$ cat config.mk
export PLATFORM = sky130hd
export DESIGN_NAME = tot_timer
export DESIGN_NICKNAME = d
export VERILOG_FILES = /design/src/rtl/tot_pkg.sv /design/src/rtl/tot_trig_sync.sv /design/src/rtl/tot_timer.sv
export SDC_FILE = /design/constraint.sdc
export NUM_CORES = 1
export LEC_CHECK = 0
export BUFFER_PORTS_ARGS = -buffer_cell sky130_fd_sc_hd__buf_2
export CORE_AREA = 2 2 125 127
export CTS_CLUSTER_SIZE = 25
export DETAILED_ROUTE_END_ITERATION = 8
export DIE_AREA = 0 0 127 129
export PLACE_DENSITY = 0.76
export SLEW_MARGIN = 5
export SYNTH_ARGS = -nofsm -noshare
export SYNTH_HDL_FRONTEND = slang
export SYNTH_SLANG_ARGS = --single-unit
$ cat constraint.sdc
create_clock -name pclk -period 4.46 [get_ports pclk]
set_input_delay 0.669 -clock pclk [delete_from_list [all_inputs] [get_ports pclk]]
set_output_delay 0.669 -clock pclk [all_outputs]
set_load 0.01 [all_outputs]
$ cat src/rtl/tot_pkg.sv
package tot_pkg;

  // Register byte offsets
  localparam logic [7:0] CTRL_OFS   = 8'h00;
  localparam logic [7:0] PERIOD_OFS = 8'h04;
  localparam logic [7:0] DUTY_OFS   = 8'h08;
  localparam logic [7:0] COUNT_OFS  = 8'h0c;
  localparam logic [7:0] STATUS_OFS = 8'h10;

  // Control field positions
  localparam int CTRL_RUN_BIT  = 0;
  localparam int CTRL_MODE_LSB = 1;
  localparam int CTRL_TRIG_BIT = 4;
  localparam int CTRL_EDGE_LSB = 5;

  // Status field positions
  localparam int STAT_RUN_BIT    = 0;
  localparam int STAT_PULSE_BIT  = 1;
  localparam int STAT_TOGGLE_BIT = 2;
  localparam int STAT_ARM_BIT    = 3;

  // Mode codes
  localparam logic [2:0] MODE_EXT     = 3'h2;
  localparam logic [2:0] MODE_ONESHOT = 3'h3;
  localparam logic [2:0] MODE_PWM     = 3'h4;

  // Counter values
  localparam logic [15:0] CNT_IDLE  = 16'hffff;
  localparam logic [15:0] CNT_CLEAR = 16'h0000;

  // Reset values
  localparam logic [2:0]  MODE_RST    = 3'h0;
  localparam logic [1:0]  EDGE_RST    = 2'h1;
  localparam logic [15:0] PERIOD_RST  = 16'h0000;
  localparam logic [15:0] DUTY_RST    = 16'h0000;
  localparam logic [31:0] RDATA_RST   = 32'h0000_0000;

  // Trigger edge selection codes
  localparam logic [1:0] EDGE_NONE    = 2'h0;
  localparam logic [1:0] EDGE_RISE    = 2'h1;
  localparam logic [1:0] EDGE_FALL    = 2'h2;
  localparam logic [1:0] EDGE_BOTH    = 2'h3;

endpackage

$ cat src/rtl/tot_trig_sync.sv
`timescale 1ns/1ps
module tot_trig_sync (
  input  wire logic pclk,
  input  wire logic presetn,
  input  wire logic trig_in,
  output logic      rise,
  output logic      fall
);

  logic stage1;
  logic stage2;
  logic stage3;
  logic level;

  always_ff @(posedge pclk or negedge presetn) begin
    if (!presetn) begin
      stage1 <= 1'b0;
      stage2 <= 1'b0;
      stage3 <= 1'b0;
    end else begin
      stage1 <= trig_in;
      stage2 <= stage1;
      stage3 <= stage2;
    end
  end

  // A change counts only once the last two stages agree
  always_ff @(posedge pclk or negedge presetn) begin
    if (!presetn) begin
      level <= 1'b0;
      rise  <= 1'b0;
      fall  <= 1'b0;
    end else begin
      rise <= (stage2 == stage3) && stage3 && !level;
      fall <= (stage2 == stage3) && !stage3 && level;
      if (stage2 == stage3) begin
        level <= stage3;
      end
    end
  end

endmodule

$ cat src/rtl/tot_timer.sv
`timescale 1ns/1ps
// Operation
// - Buffered modes load shadows at start; later counter clears load them only after a duty write.
// - Duty zero gives inactive output; duty match still fires with period FFFFH.
// - Duty equal period plus one gives constant active output.
// - Trigger after duty match clears counter and asserts pulse output.
// - Trigger just before duty match suppresses it and keeps output active.
// - Trigger after period match clears counter and keeps counting.
// - Trigger just before period match suppresses it and asserts output.
// - Duty match pulse appears in the cycle of the match itself.
// - Mode code 011 selects one-shot, code 100 selects PWM.
// - One-shot waits for trigger, then counter goes FFFFH to 0000H.
// - After one-shot pulse counter loads FFFFH and waits; retriggers ignored.
// - One-shot delay is duty clocks, width period minus duty plus one.
// - In one-shot, toggle output is active exactly while counting.
// - Trigger is a valid pin edge or a software trigger write.
// - One-shot compare writes take effect immediately.
// - PWM start clears counter to 0000H; toggle halves the PWM rate.
// - PWM cycle is period plus one; period match fires at the clear.
// - Counter readback returns the live counter without disturbing it.
// - Trigger during external-trigger counting clears counter and restarts.
module tot_timer (
  input  wire logic        pclk,
  input  wire logic        presetn,
  input  wire logic [7:0]  paddr,
  input  wire logic        psel,
  input  wire logic        penable,
  input  wire logic        pwrite,
  input  wire logic [31:0] pwdata,
  output logic [31:0]      prdata,
  output logic             pready,
  output logic             pslverr,
  input  wire logic        trig_in,
  output logic             pulse_out,
  output logic             toggle_out,
  output logic             period_match_irq,
  output logic             duty_match_irq
);

  logic        run_enable;
  logic [2:0]  op_mode_sel;
  logic [1:0]  trigger_edge_cfg;
  logic        soft_trigger;
  logic [15:0] period_compare_reg;
  logic [15:0] duty_compare_reg;
  logic [15:0] period_shadow;
  logic [15:0] duty_shadow;
  logic        shadow_armed;
  logic [15:0] count;
  logic        counting;
  logic        pin_rise;
  logic        pin_fall;
  logic        trigger;
  logic        access;
  logic        wr_ctrl;
  logic        wr_period;
  logic        wr_duty;

  logic [15:0] next_count;
  logic        next_counting;
  logic        cleared;
  logic        period_hit;
  logic        retrigger;
  logic        load_shadow;
  logic [15:0] cmp_period;
  logic [15:0] cmp_duty;
  logic        next_pulse;
  logic        next_toggle;
  logic        next_duty_irq;
  logic [31:0] next_rdata;
  logic        next_err;

  function automatic logic addr_is(input logic [7:0] a, input logic [7:0] ofs);
    addr_is = (a == ofs);
  endfunction

  function automatic logic count_hits(input logic [15:0] c, input logic [15:0] v);
    count_hits = (c == v);
  endfunction

  // Pin edges count once the last two sync stages agree
  tot_trig_sync u_trig_sync (
    .pclk    (pclk),
    .presetn (presetn),
    .trig_in (trig_in),
    .rise    (pin_rise),
    .fall    (pin_fall)
  );

  // Bus side: one wait-free access phase, answer registered at setup
  assign access    = psel && penable && pready;
  assign wr_ctrl   = access && pwrite && addr_is(paddr, tot_pkg::CTRL_OFS);
  assign wr_period = access && pwrite && addr_is(paddr, tot_pkg::PERIOD_OFS);
  assign wr_duty   = access && pwrite && addr_is(paddr, tot_pkg::DUTY_OFS);

  always_comb begin
    next_err   = 1'b0;
    next_rdata = tot_pkg::RDATA_RST;
    unique case (paddr)
      tot_pkg::CTRL_OFS: begin
        next_rdata[tot_pkg::CTRL_RUN_BIT]                       = run_enable;
        next_rdata[tot_pkg::CTRL_MODE_LSB +: 3]                 = op_mode_sel;
        next_rdata[tot_pkg::CTRL_EDGE_LSB +: 2]                 = trigger_edge_cfg;
      end
      tot_pkg::PERIOD_OFS: next_rdata[15:0] = period_compare_reg;
      tot_pkg::DUTY_OFS:   next_rdata[15:0] = duty_compare_reg;
      tot_pkg::COUNT_OFS:  next_rdata[15:0] = count;
      tot_pkg::STATUS_OFS: begin
        next_rdata[tot_pkg::STAT_RUN_BIT]    = counting;
        next_rdata[tot_pkg::STAT_PULSE_BIT]  = pulse_out;
        next_rdata[tot_pkg::STAT_TOGGLE_BIT] = toggle_out;
        next_rdata[tot_pkg::STAT_ARM_BIT]    = shadow_armed;
      end
      // Unmapped words answer with an error and read as zero
      default: next_err = 1'b1;
    endcase
  end

  always_ff @(posedge pclk or negedge presetn) begin
    if (!presetn) begin
      pready  <= 1'b0;
      prdata  <= tot_pkg::RDATA_RST;
      pslverr <= 1'b0;
    end else begin
      pready <= psel && !penable;
      if (psel && !penable) begin
        prdata  <= pwrite ? tot_pkg::RDATA_RST : next_rdata;
        pslverr <= next_err;
      end
    end
  end

  // Software trigger is a one-cycle strobe and reads back as zero
  always_ff @(posedge pclk or negedge presetn) begin
    if (!presetn) begin
      soft_trigger <= 1'b0;
    end else begin
      soft_trigger <= wr_ctrl && pwdata[tot_pkg::CTRL_TRIG_BIT];
    end
  end

  always_ff @(posedge pclk or negedge presetn) begin
    if (!presetn) begin
      run_enable       <= 1'b0;
      op_mode_sel      <= tot_pkg::MODE_RST;
      trigger_edge_cfg <= tot_pkg::EDGE_RST;
    end else begin
      if (wr_ctrl) begin
        run_enable       <= pwdata[tot_pkg::CTRL_RUN_BIT];
        op_mode_sel      <= pwdata[tot_pkg::CTRL_MODE_LSB +: 3];
        trigger_edge_cfg <= pwdata[tot_pkg::CTRL_EDGE_LSB +: 2];
      end
    end
  end

  always_ff @(posedge pclk or negedge presetn) begin
    if (!presetn) begin
      period_compare_reg <= tot_pkg::PERIOD_RST;
    end else if (wr_period) begin
      period_compare_reg <= pwdata[15:0];
    end
  end

  always_ff @(posedge pclk or negedge presetn) begin
    if (!presetn) begin
      duty_compare_reg <= tot_pkg::DUTY_RST;
    end else if (wr_duty) begin
      duty_compare_reg <= pwdata[15:0];
    end
  end

  always_comb begin
    // Edge select none leaves only the software strobe
    unique case (trigger_edge_cfg)
      tot_pkg::EDGE_NONE: trigger = soft_trigger;
      tot_pkg::EDGE_RISE: trigger = soft_trigger || pin_rise;
      tot_pkg::EDGE_FALL: trigger = soft_trigger || pin_fall;
      tot_pkg::EDGE_BOTH: trigger = soft_trigger || pin_rise || pin_fall;
    endcase
  end

  // Counter sequencing per mode
  // Count clock is pclk itself; there is no prescaler here
  always_comb begin
    next_count    = count;
    next_counting = counting;
    cleared       = 1'b0;
    period_hit    = 1'b0;
    retrigger     = 1'b0;
    if (!run_enable) begin
      next_count    = tot_pkg::CNT_IDLE;
      next_counting = 1'b0;
    end else begin
      unique case (op_mode_sel)
        tot_pkg::MODE_PWM: begin
          if (!counting) begin
            next_count    = tot_pkg::CNT_CLEAR;
            next_counting = 1'b1;
            cleared       = 1'b1;
          end else if (count_hits(count, period_shadow)) begin
            next_count = tot_pkg::CNT_CLEAR;
            cleared    = 1'b1;
            period_hit = 1'b1;
          end else begin
            next_count = count + 16'h0001;
          end
        end
        tot_pkg::MODE_EXT: begin
          if (trigger) begin
            // Restart wins over any match in the same cycle
            next_count    = tot_pkg::CNT_CLEAR;
            next_counting = 1'b1;
            cleared       = 1'b1;
            retrigger     = counting;
          end else if (counting && count_hits(count, period_shadow)) begin
            next_count = tot_pkg::CNT_CLEAR;
            cleared    = 1'b1;
            period_hit = 1'b1;
          end else if (counting) begin
            next_count = count + 16'h0001;
          end
        end
        tot_pkg::MODE_ONESHOT: begin
          // Lowering the period compare below the count mid-pulse lets the count run on through FFFF
          if (!counting) begin
            if (trigger) begin
              next_count    = tot_pkg::CNT_CLEAR;
              next_counting = 1'b1;
            end
          end else if (count_hits(count, period_compare_reg)) begin
            next_count    = tot_pkg::CNT_IDLE;
            next_counting = 1'b0;
            period_hit    = 1'b1;
          end else begin
            // Triggers are not looked at while the pulse runs
            next_count = count + 16'h0001;
          end
        end
        // Codes outside the three counted modes hold the counter idle
        default: begin
          next_count    = tot_pkg::CNT_IDLE;
          next_counting = 1'b0;
        end
      endcase
    end
  end

  // First start always loads; later clears load only once armed by a duty write
  // A compare write in the transfer cycle itself misses it; the shadow takes the old value
  assign load_shadow = cleared && (shadow_armed || !counting);

  always_comb begin
    if (op_mode_sel == tot_pkg::MODE_ONESHOT) begin
      cmp_period = period_compare_reg;
      cmp_duty   = duty_compare_reg;
    end else begin
      cmp_period = load_shadow ? period_compare_reg : period_shadow;
      cmp_duty   = load_shadow ? duty_compare_reg : duty_shadow;
    end
  end

  // Outputs are computed from the next count so they line up with it
  always_comb begin
    next_toggle   = 1'b0;
    next_pulse    = 1'b0;
    next_duty_irq = next_counting && count_hits(next_count, cmp_duty) && !retrigger;
    unique case (op_mode_sel)
      tot_pkg::MODE_ONESHOT: begin
        next_pulse  = next_counting && (next_count >= cmp_duty)
                      && (next_count <= cmp_period);
        next_toggle = next_counting;
      end
      tot_pkg::MODE_PWM, tot_pkg::MODE_EXT: begin
        // Duty above period never matches, so the output stays active
        next_pulse  = next_counting && (next_count < cmp_duty);
        next_toggle = cleared ? !toggle_out : toggle_out;
      end
      default: next_duty_irq = 1'b0;
    endcase
    if (!run_enable) begin
      next_pulse    = 1'b0;
      next_toggle   = 1'b0;
      next_duty_irq = 1'b0;
    end
  end

  always_ff @(posedge pclk or negedge presetn) begin
    if (!presetn) begin
      count    <= tot_pkg::CNT_IDLE;
      counting <= 1'b0;
    end else begin
      count    <= next_count;
      counting <= next_counting;
    end
  end

  always_ff @(posedge pclk or negedge presetn) begin
    if (!presetn) begin
      period_shadow <= tot_pkg::PERIOD_RST;
      duty_shadow   <= tot_pkg::DUTY_RST;
    end else if (load_shadow) begin
      period_shadow <= period_compare_reg;
      duty_shadow   <= duty_compare_reg;
    end
  end

  // A duty write in the transfer cycle keeps the arm set
  always_ff @(posedge pclk or negedge presetn) begin
    if (!presetn) begin
      shadow_armed <= 1'b0;
    end else if (wr_duty) begin
      shadow_armed <= 1'b1;
    end else if (load_shadow) begin
      shadow_armed <= 1'b0;
    end
  end

  always_ff @(posedge pclk or negedge presetn) begin
    if (!presetn) begin
      pulse_out  <= 1'b0;
      toggle_out <= 1'b0;
    end else begin
      pulse_out  <= next_pulse;
      toggle_out <= next_toggle;
    end
  end

  // Match strobes last one cycle each
  always_ff @(posedge pclk or negedge presetn) begin
    if (!presetn) begin
      duty_match_irq   <= 1'b0;
      period_match_irq <= 1'b0;
    end else begin
      duty_match_irq   <= next_duty_irq;
      period_match_irq <= period_hit;
    end
  end

endmodule

After elaboration in Yosys (flattened, before gate mapping)
Index checks and enable logic that the tools add are counted.
{ "word_totals": {"reg_bits": 133, "output_inout_bits": 38, "elab_cells": 129} }
{ "op_classes": {"n_reduce_logical": 35, "mux": 51, "n_addsub": 1, "magnitude_cmp": 3, "eq_ne": 15} }
{ "ops": {"columns": ["cell", "n"], "rows": [
  ["two-way mux 16 bit", 14],
  ["== test 16 bit", 3],
  ["case mux 16 bit (3 select lines)", 1],
  ["case mux 9 bit (3 select lines)", 1],
  ["two-way mux 1 bit", 26],
  ["case mux 4 bit (5 select lines)", 1],
  ["logical AND 1 bit", 19],
  ["adder 16 x 1 -> 16 bit, second input constant", 1],
  ["== test 8 x 4 -> 1 bit, second input constant", 2],
  [">= comparator 16 bit", 1],
  ["<= comparator 16 bit", 1],
  ["< comparator 16 bit", 1],
  ["case mux 1 bit (3 select lines)", 3],
  ["== test 8 x 3 -> 1 bit, second input constant", 1],
  ["== test 8 x 5 -> 1 bit, second input constant", 1],
  ["zero test 8 bit", 1],
  ["case mux 2 bit (4 select lines)", 1],
  ["== test 3 x 2 -> 1 bit, second input constant", 2],
  ["zero test 1 bit", 6],
  ["case mux 1 bit (2 select lines)", 3],
  ["OR reduction 5 bit", 1],
  ["== test 2 bit, second input constant", 2],
  ["logical OR 1 bit", 4],
  ["case mux 1 bit (4 select lines)", 1],
  ["other kinds (8)", 8]
]} }

Longest topological paths before layout
Gate-level depths: netlist of run 1.
{ "logic_depth": {"ltp_word": 14, "ltp_mapped": 16, "mapped_depth_nobuf": 14} }

By module
From an unflattened synthesis of run 1, not the netlist that was laid out.
{ "hier_totals": {"hier_cells": 683, "area_unflattened_um2": 7258.2} }
{ "by_module_without_submodules": {"columns": ["mod", "area_per_inst_um2", "cells_per_inst", "n_inst"], "rows": [
  ["tot_timer", 7048.0, 670, 1],
  ["tot_trig_sync", 210.2, 13, 1]
]} }

Worst setup path after synthesis of run 1
No wires, ideal clock.
{ "synth_path": {"path_kind": "reg-to-reg", "from": "register count[4]", "to": "register pulse_out", "required_time_ns": 4.333, "path_slack_ns": 0.696, "stages_incl_launch_ff": 14, "setup_time_ns": 0.127, "n_path_buf": 2, "arrival_time_ns": 3.637, "cell_sequence": "dfstp_2 -> clkbuf_1 -> xnor2_1 -> nand4_1 -> o41ai_1 -> clkbuf_1 -> a21oi_1 -> o21ai_0 -> ha_1 -> a2111oi_0 -> o21ai_0 -> a211oi_1 -> a31o_2 -> a21oi_1"} }
{ "synth_via": {"word_cells_on_any_way": 37, "classes_between": "1 x add/sub; 3 x order compare; 2 x eq/ne; 26 x mux; 5 x reduce/logical"} }
{ "synth_rtl": {"columns": ["element", "line_no", "source"], "rows": [
  ["start: declaration", "tot_timer.sv:49", "logic [15:0] count;"],
  ["start signal: assignment", "tot_timer.sv:289", "count <= tot_pkg::CNT_IDLE;"],
  ["start signal: assignment", "tot_timer.sv:292", "count <= next_count;"],
  ["adder 16 x 1 -> 16 bit or == test 16 bit (tied branches)", null, null],
  ["two-way mux 16 bit or logical AND 1 bit (tied branches)", "tot_timer.sv:219, tot_timer.sv:215", null],
  ["two-way mux 16 bit", "tot_timer.sv:215", "end else if (counting && count_hits(count, period_shadow)) begin"],
  ["two-way mux 16 bit", "tot_timer.sv:209", "if (trigger) begin"],
  ["case mux 16 bit (3 select lines) *", "tot_timer.sv:194", "unique case (op_mode_sel)"],
  ["two-way mux 16 bit *", "tot_timer.sv:190", "if (!run_enable) begin"],
  ["net next_count[13]", "tot_timer.sv:59", "logic [15:0] next_count;"],
  [">= comparator 16 bit", "tot_timer.sv:269", "next_pulse = next_counting && (next_count >= cmp_duty)"],
  ["logical AND 1 bit", "tot_timer.sv:269", null],
  ["logical AND 1 bit", "tot_timer.sv:270", "&& (next_count <= cmp_period);"],
  ["case mux 1 bit (2 select lines) *", "tot_timer.sv:267", "unique case (op_mode_sel)"],
  ["two-way mux 1 bit *", "tot_timer.sv:280", "if (!run_enable) begin"],
  ["net next_pulse", "tot_timer.sv:67", "logic next_pulse;"],
  ["end signal: assignment", "tot_timer.sv:323", "pulse_out <= next_pulse;"],
  ["end: declaration", "tot_timer.sv:34", "output logic pulse_out,"]
]} }
The timed path passes the listed nets; every way through them passes the cells marked *.
A chain may end at the register's enable or synchronous reset.

Worst setup path in the final report of run 1
{ "layout_path": {"from": "register count[2]", "to": "register pulse_out"} }
{ "layout_via": {"elab_chain_len": 14, "word_cells_on_any_way": 37, "classes_between": "1 x add/sub; 3 x order compare; 2 x eq/ne; 26 x mux; 5 x reduce/logical"} }
{ "layout_rtl": {"columns": ["element", "line_no"], "rows": [
  ["branches (longest 12 deep; another with adder 16 x 1 -> 16 bit)", null],
  ["case mux 1 bit (2 select lines) *", "tot_timer.sv:267"],
  ["two-way mux 1 bit *", "tot_timer.sv:280"],
  ["net next_pulse", "tot_timer.sv:67"]
]} }
Mark *: on every way through the listed nets, which the timed path passes.

==> metrics.yaml, run 1 <==
status:
  status: "finished clean"
clock_tree:
  root_buffer: "clkbuf_16"
  cts_resized: 0
  cts_tree: "done"
  cts_hold_buffers: 0
  clockBufferDepth: 2
  cts_buffers: 17
  cts_setup_buffers: 0
  h-tree-depth: 4
  clkLatencyLatePin_ns: 0.42
  clkTransAtPathRegs_ns: 0.06
  cts.sink_count: 117
global_route:
  grt.overflow.total: 0
  grt_usage: 0.2241
  grt_pass1_vias: 5405
  grtUsageMet2: 0.3716
  antenna_found_initial: 0
  met1_usage: 0.2974
  grt_first_pass_wirelength_mm: 28.59
  grt-busiest-layer: "met2"
  met3_usage: 0.04158
  grt_max_degree: 64
worst_setup_path:
  cp.required_ns: 4.78
  start_kind: "flip-flop"
  crit_path_top_delay_cell: "dfstp_2"
  r2r_start: "count[2]$_DFF_PN1_"
  r2r_end: "pulse_out$_DFF_PN0_"
  rr_worst_depth: 14
  critPathArrivalTime_ns: 4.39
  worstSetupEndpointType: "flip-flop"
  slowest_delay_ns: 0.66
  ff2ff_setup_slack_ns: 0.39
  path_depth: 14
  path_delay_family: "compound AO/OA/AOI/OAI gates"
  path_cells: "xor2_1 -> nor4_1 -> nand4_1 -> buf_4 -> a31o_2 -> nand2_2 -> buf_12 -> mux2i_1 -> ha_1 -> a2111oi_0 -> o21ai_0 -> a211oi_1 -> o21bai_1 -> a21oi_1"
  critPathBufInv: 2
  crit_type: "flip-flop to flip-flop"
  worst-path-max-fanout: 24
pwr:
  seqPwrFrac: 0.437
  sw_frac_of_total: 0.2563
  combPwrFrac: 0.034
  power.switching_mw: 0.6299
  power.leakage_nw: 3.666
  powerDensity_nw_per_um2: 305.0
  p_clk_frac: 0.529
  p_int_mw: 1.828
  ir_drop_mv: 0.2549
floorplan:
  start_util: 0.4713
  num_rows: 45
  core_area_um2: 14980
  ios: 84
  die-height_um: 129
  die_area_um2: 16380
  die-width_um: 127
yosys:
  syn_inst: 682
  synth_edf_count: 0
  ys.flop_type: "dfrtp_1"
  syn_area_um2: 7058
  synth_cell_types: 57
  seq_area_frac_synth: 0.4178
  synth-warning-count: 0
  ys_seq_elements: 117
  synthArstFlopShare: 1.000
  postSynthAreaPerCell_um2: 10.35
timing:
  period_minus_slack_ns: 4.066
  finalSetupViolations: 0
  fin_crit_sh: 0.9117
  rsz0062_at_grt: "false"
  hold_viol: 0
  slew_violations: 0
  worst_slew_pin_slew_ns: 1.074
  slew_headroom: 0.2842
  fin_setup_tns_ns: 0
  finClkSkew_ns: 0.009834
  max_freq_ghz: 0.2459
placement:
  place.port_buffers: 51
  dp.cells: 897
  dp_hpwl_mm: 12.59
  place.gp.congestion: 0.9131
layout:
  final_util: 0.5381
  drive_gt1_frac: 0.2942
  n_antenna_cell: 0
  fin_cells: 929
  syn_to_final_growth_pct: 14.18
  fillers: 1265
  nets: 809
routing:
  via_count: 5541
  drc: 0
  drt-pass1-iter-count: 5
  drt_iter0_drc: 379
  viasPerCell: 5.964
  drt.antenna.violating_nets: 0
  wl_per_cell_um: 19.05
  totalWireLength_mm: 17.69
hold_path:
  holdCritPathClass: "primary input to asynchronous set/reset pin"
job:
  max_cap_viol_count: 0
-- worst register-to-register path, stage by stage (launching register included) --
cell       delay, ns
dfstp_2         0.66
xor2_1          0.10
nor4_1          0.41
nand4_1         0.15
buf_4           0.19
a31o_2          0.26
nand2_2         0.11
buf_12          0.22
mux2i_1         0.34
ha_1            0.30
a2111oi_0       0.37
o21ai_0         0.19
a211oi_1        0.33
o21bai_1        0.12
a21oi_1         0.22
-- worst max-delay path by stage --
stage	slack (ns)	to	start
5_1_grt	0.18	pulse_out$_DFF_PN0_	trigger_edge_cfg[1]$_DFFE_PN0P_
3_3_place_gp	0.53	pulse_out$_DFF_PN0_	count[2]$_DFF_PN1_
4_1_cts	0.44	pulse_out$_DFF_PN0_	count[2]$_DFF_PN1_
6_report	0.39	pulse_out$_DFF_PN0_	count[2]$_DFF_PN1_
3_5_place_dp	0.50	pulse_out$_DFF_PN0_	count[2]$_DFF_PN1_
2_1_floorplan	0.70	pulse_out$_DFF_PN0_	count[4]$_DFF_PN1_
-- synth_stat cells (all sizes together) (2+ instances only) --
master   count  area share
a31o         3      0.0037
inv         10      0.0053
nand4       13       0.012
dfstp       17       0.063
a221oi       5      0.0062
and4         2      0.0025
nor4         6      0.0053
ha          35       0.062
dfrtp      100        0.35
a21o         2      0.0021
o21a         2      0.0021
a21oi       57       0.040
o21ai       40       0.028
xor2        19       0.024
a21boi       5      0.0053
nand2b       5      0.0044
nor2b        5      0.0044
nor3b        2      0.0021
buf         30       0.028
and2         3      0.0027
clkbuf      35       0.019
o211ai       5      0.0053
nor3         4      0.0043
xnor2       27       0.034
or4          3      0.0037
a22oi       10       0.011
nand3       15       0.011
and3         4      0.0035
mux2i       34       0.048
a222oi       2      0.0028
a211oi       3      0.0032
o41ai        2      0.0025
o31ai        2      0.0021
nand2       39       0.021
nor2        38       0.020
o2bb2ai      4      0.0050
mux2        81        0.13
-- placed cells by master, fill, tap and decap left out, drive strengths merged, types with 10 or more instances in the layout --
| cell | synthesis | routed |
|---|---|---|
| clkbuf | 35 | 17 |
| mux2i | 34 | 34 |
| ha | 35 | 35 |
| nand2 | 39 | 39 |
| a21oi | 57 | 57 |
| mux2 | 81 | 81 |
| buf | 30 | 77 |
| nand4 | 13 | 13 |
| dfstp | 17 | 17 |
| inv | 10 | 20 |
| a22oi | 10 | 10 |
| nand3 | 15 | 15 |
| o21ai | 40 | 40 |
| xnor2 | 27 | 27 |
| nor2 | 38 | 38 |
| xor2 | 19 | 19 |
| dfrtp | 100 | 100 |
| conb | 1 | 16 |
-- area by class of cell --
type	instances	area [um2]	share of cell area
timing repair buffer	77	465.4	0.05775
multi-input combinational	505	3814	0.4732
tap	188	235.2	0.02919
clock inverter	15	132.6	0.01646
clock buffer	17	425.4	0.05279
inverter	10	37.54	0.004658
sequential	117	2949	0.3659
-- power groups by stage --
stage / clock (mW) / sequential, mW / combinational [mW]
6_report: 1.30 / 1.08 / 0.0824
2_1_floorplan: 0 / 1.09 / 0.0441
5_1_grt: 1.36 / 1.08 / 0.0932
3_3_place_gp: 0 / 1.09 / 0.0813
3_5_place_dp: 0 / 1.09 / 0.0831
4_1_cts: 1.31 / 1.08 / 0.0837
-- cells by family (layout without fill, tap and decap cells) --
logic type      count (synthesis)  count (layout)  share of synthesized area
compound gates                151             151                     0.1308
simple gates                  142             142                    0.09892
flops                         117             117                     0.4178
mux                           115             115                     0.1806
buf+inv                        75             119                    0.05212
xor+xnor                       46              46                    0.05708
fa+ha+maj                      35              35                    0.06205
other cells                     1              16                  0.0005313
-- through the flow --
stage	hold WS [ns]	worst slack, ns	instance area, um2	power (mW)
after floorplan	0.3312	0.6964	7114	1.137
after global placement	0.3467	0.5328	7501	1.175
after detailed placement	0.3378	0.5006	7501	1.177
after CTS	0.3401	0.4449	8059	2.470
after global routing	0.3361	0.1816	8059	2.530
final	0.3167	0.3940	8059	2.458
-- layer usage --
layer / up-vias / routed length, um
met5: - / 0
met4: 0 / 397
met3: 32 / 927
met2: 205 / 8478
met1: 2763 / 7891
li1: 2541 / -
Power figures use the tool's default switching activity.
==> inputs of run 2 (changes only) <==
ABC_AREA = 1   (was default)
CORE_AREA = 2 2 130 132   (was 2 2 125 127)
DIE_AREA = 0 0 132 134   (was 0 0 127 129)
PLACE_DENSITY = 0.75   (was 0.76)
==> metrics.yaml, run 2 <==
timing:
  fin_setup_tns_ns: 0  # unchanged
  period_minus_slack_ns: 3.836  # -0.2304 ns
  worst_slew_pin_slew_ns: 0.9208  # -0.1529 ns
  slew_violations: 0  # unchanged
  finClkSkew_ns: 0.007073  # -0.002761 ns
  max_freq_ghz: 0.2607  # +6.0%
  hold_viol: 0  # unchanged
  slew_headroom: 0.3847  # +0.1004
  finalSetupViolations: 0  # unchanged
  fin_crit_sh: 0.8600  # -0.05166
  rsz0062_at_grt: "false"
clock_tree:
  clockBufferDepth: 2  # unchanged
  root_buffer: "clkbuf_16"
  clkLatencyLatePin_ns: 0.43  # about the same
  cts_tree: "done"
  clkTransAtPathRegs_ns: 0.06  # about the same
  cts_resized: 0  # unchanged
  cts_hold_buffers: 0  # unchanged
  cts_setup_buffers: 0  # unchanged
  cts_buffers: 17  # unchanged
  cts.sink_count: 117  # unchanged
  h-tree-depth: 4  # unchanged
placement:
  place.port_buffers: 51  # unchanged
  place.gp.congestion: 0.9712  # +6.4%
  dp.cells: 1258  # +40%
  dp_hpwl_mm: 15.50  # +23%
yosys:
  synthArstFlopShare: 1.000  # unchanged
  ys_seq_elements: 117  # unchanged
  synth_top_area_frac: 0.3279  # -0.02668
  seq_area_frac_synth: 0.3864  # -0.03144
  yosysMostFrequentCell: "nand2_1"
  synth_largest_area_cell: "dfrtp_1"
  ys.flop_type: "dfrtp_1"
  syn_inst: 1009  # +48%
  synth_cell_types: 46  # -19%
  synth-warning-count: 0  # unchanged
  synthTopCellsByCount: "nand2_1 (289), dfrtp_1 (100), inv_1 (99), o21ai_0 (62), nand3_1 (48)"
  synthTopCellsByArea: "dfrtp_1 (33%), nand2_1 (14%), dfstp_2 (5.9%)"
  synth_edf_count: 0  # unchanged
  postSynthAreaPerCell_um2: 7.564  # -27%
  syn_area_um2: 7632  # +8.1%
worst_setup_path:
  ff2ff_setup_slack_ns: 0.62  # +0.23 ns
  cp.required_ns: 4.80  # +0.02 ns
  r2r_end: "pulse_out$_DFF_PN0_"
  worstSetupEndpointType: "flip-flop"
  crit_type: "flip-flop to flip-flop"
  r2r_start: "count[14]$_DFF_PN1_"
  rr_worst_depth: 24  # +10
  cp-startpoint: "count[14]$_DFF_PN1_"
  slowest_delay_ns: 0.55  # -0.11 ns
  critPathArrivalTime_ns: 4.17  # -0.22 ns
  path_cells: "inv_1 -> nand2_1 -> nand2_1 -> nor2_1 -> nand2_1 -> nor2_4 -> nand3_2 -> nand2_1 -> nand2_2 -> nand2_8 -> buf_4 -> nand4_1 -> nand3_1 -> nand2_1 -> ha_1 -> nand2_1 -> o21ai_0 -> nand2_1 -> o211a_1 -> a21boi_0 -> buf_4 -> nand2_1 -> nand2_1 -> o21ai_0"
  start_kind: "flip-flop"
  path_common_cell: "nand2_1"
  crit_path_top_delay_cell: "dfstp_2"
  crit_path_end: "pulse_out$_DFF_PN0_"
  worst-path-max-fanout: 35  # +46%
global_route:
  grt_max_degree: 47  # -27%
  grt_pass1_vias: 6721  # +24%
  grt_usage: 0.2491  # +0.02499
  antenna_found_initial: 0  # unchanged
  grt.overflow.total: 0  # unchanged
  grt_first_pass_wirelength_mm: 34.58  # +21%
floorplan:
  ios: 84  # unchanged
  core_area_um2: 16290  # +8.8%
  die-height_um: 134  # +3.9%
  num_rows: 47  # +4.4%
  die-width_um: 132  # +3.9%
  die_area_um2: 17690  # +8.0%
  start_util: 0.4685  # -0.002716
routing:
  drt.antenna.violating_nets: 0  # unchanged
  viasPerCell: 5.501  # -7.8%
  drc: 0  # unchanged
  totalWireLength_mm: 21.32  # +20%
  drt-pass1-iter-count: 5  # unchanged
  drt_iter0_drc: 708  # +87%
  via_count: 7096  # +28%
  wl_per_cell_um: 16.52  # -13%
hold_path:
  holdCritPathClass: "primary input to asynchronous set/reset pin"
layout:
  fillers: 1515  # +20%
  drive_gt1_frac: 0.1757  # -0.1185
  multiInputGateArea_um2: 3994  # +4.7%
  final-seq-area_um2: 2949  # unchanged
  syn_to_final_growth_pct: 13.02
  n_antenna_cell: 0  # unchanged
  nets: 1138  # +41%
  final_common_cell: "nand2_1"
  final_util: 0.5295  # -0.008561
  fin_cells: 1290  # +39%
  final_cell_mix: "nand2_1 (289), dfrtp_1 (100), inv_1 (99)"
job:
  max_cap_viol_count: 0  # unchanged
status:
  status: "finished clean"
pwr:
  ir_drop_mv: 0.2810  # +10%
  powerDensity_nw_per_um2: 291.0  # -4.6%
  power_mw: 2.510  # +2.1%
  power.leakage_nw: 4.268  # +16%
## run 2: how the worst min path moves through the flow
stage | slack (ns) | from | to
floorplan | 0.33 | u_trig_sync.stage1$_DFF_PN0_ | u_trig_sync.stage2$_DFF_PN0_
global placement | 0.33 | u_trig_sync.stage1$_DFF_PN0_ | u_trig_sync.stage2$_DFF_PN0_
detailed placement | 0.34 | u_trig_sync.stage1$_DFF_PN0_ | u_trig_sync.stage2$_DFF_PN0_
CTS | 0.25 | presetn | u_trig_sync.stage1$_DFF_PN0_
global route | 0.28 | presetn | prdata[6]$_DFFE_PN0P_
finish | 0.24 | presetn | u_trig_sync.stage1$_DFF_PN0_
## run 2: power by group
| group | internal, mW | switching (mW) | total, mW | leakage (nW) |
|---|---|---|---|---|
| clock | 0.849 | 0.513 | 1.36 | 0.274 |
| sequential | 1.07 | 0.00502 | 1.08 | 1.56 |
| combinational | 0.0192 | 0.0539 | 0.0730 | 2.44 |
## run 2: stage by stage
step / hold slack, ns / cell area (um2) / setup WS, ns
final: 0.2362 / 8626 / 0.6244
after detailed placement: 0.3412 / 8039 / 0.7218
after CTS: 0.2509 / 8626 / 0.6773
after global routing: 0.2801 / 8626 / 0.3315
after global placement: 0.3347 / 8039 / 0.7698
after floorplan: 0.3312 / 7689 / 1.424
## run 2: cells by family (layout without fill, tap and decap cells)
kind of cell | Yosys count | after routing | share of synthesized area
compound gates | 167 | 167 | 0.1323
xor+xnor | 21 | 21 | 0.02410
fa+ha+maj | 35 | 35 | 0.05738
buf+inv | 168 | 214 | 0.09770
flops | 117 | 117 | 0.3864
other cells | 1 | 16 | 0.0004913
simple gates | 500 | 500 | 0.3016
## run 2: layout make-up
type	instances	share of cell area
multi-input combinational	739	0.4630
inverter	112	0.04874
clock inverter	12	0.01509
sequential	117	0.3419
timing repair buffer	70	0.04642
tap	220	0.03191
clock buffer	20	0.05294
## run 2: critical path, delay by kind of cell (launching register included)
kind | cells | cell delay (ns)
buf+inv | 3 | 0.70
flops | 1 | 0.55
simple gates | 16 | 1.55
fa+ha+maj | 1 | 0.29
compound gates | 4 | 0.61
## run 2: per-layer routing
layer,vias to the layer above,global-route usage,part of all wire
met5,-,0,0
met4,0,0.08998,0.020
met3,32,0.04422,0.083
li1,3431,-,-
met2,311,0.4008,0.46
met1,3322,0.3388,0.43
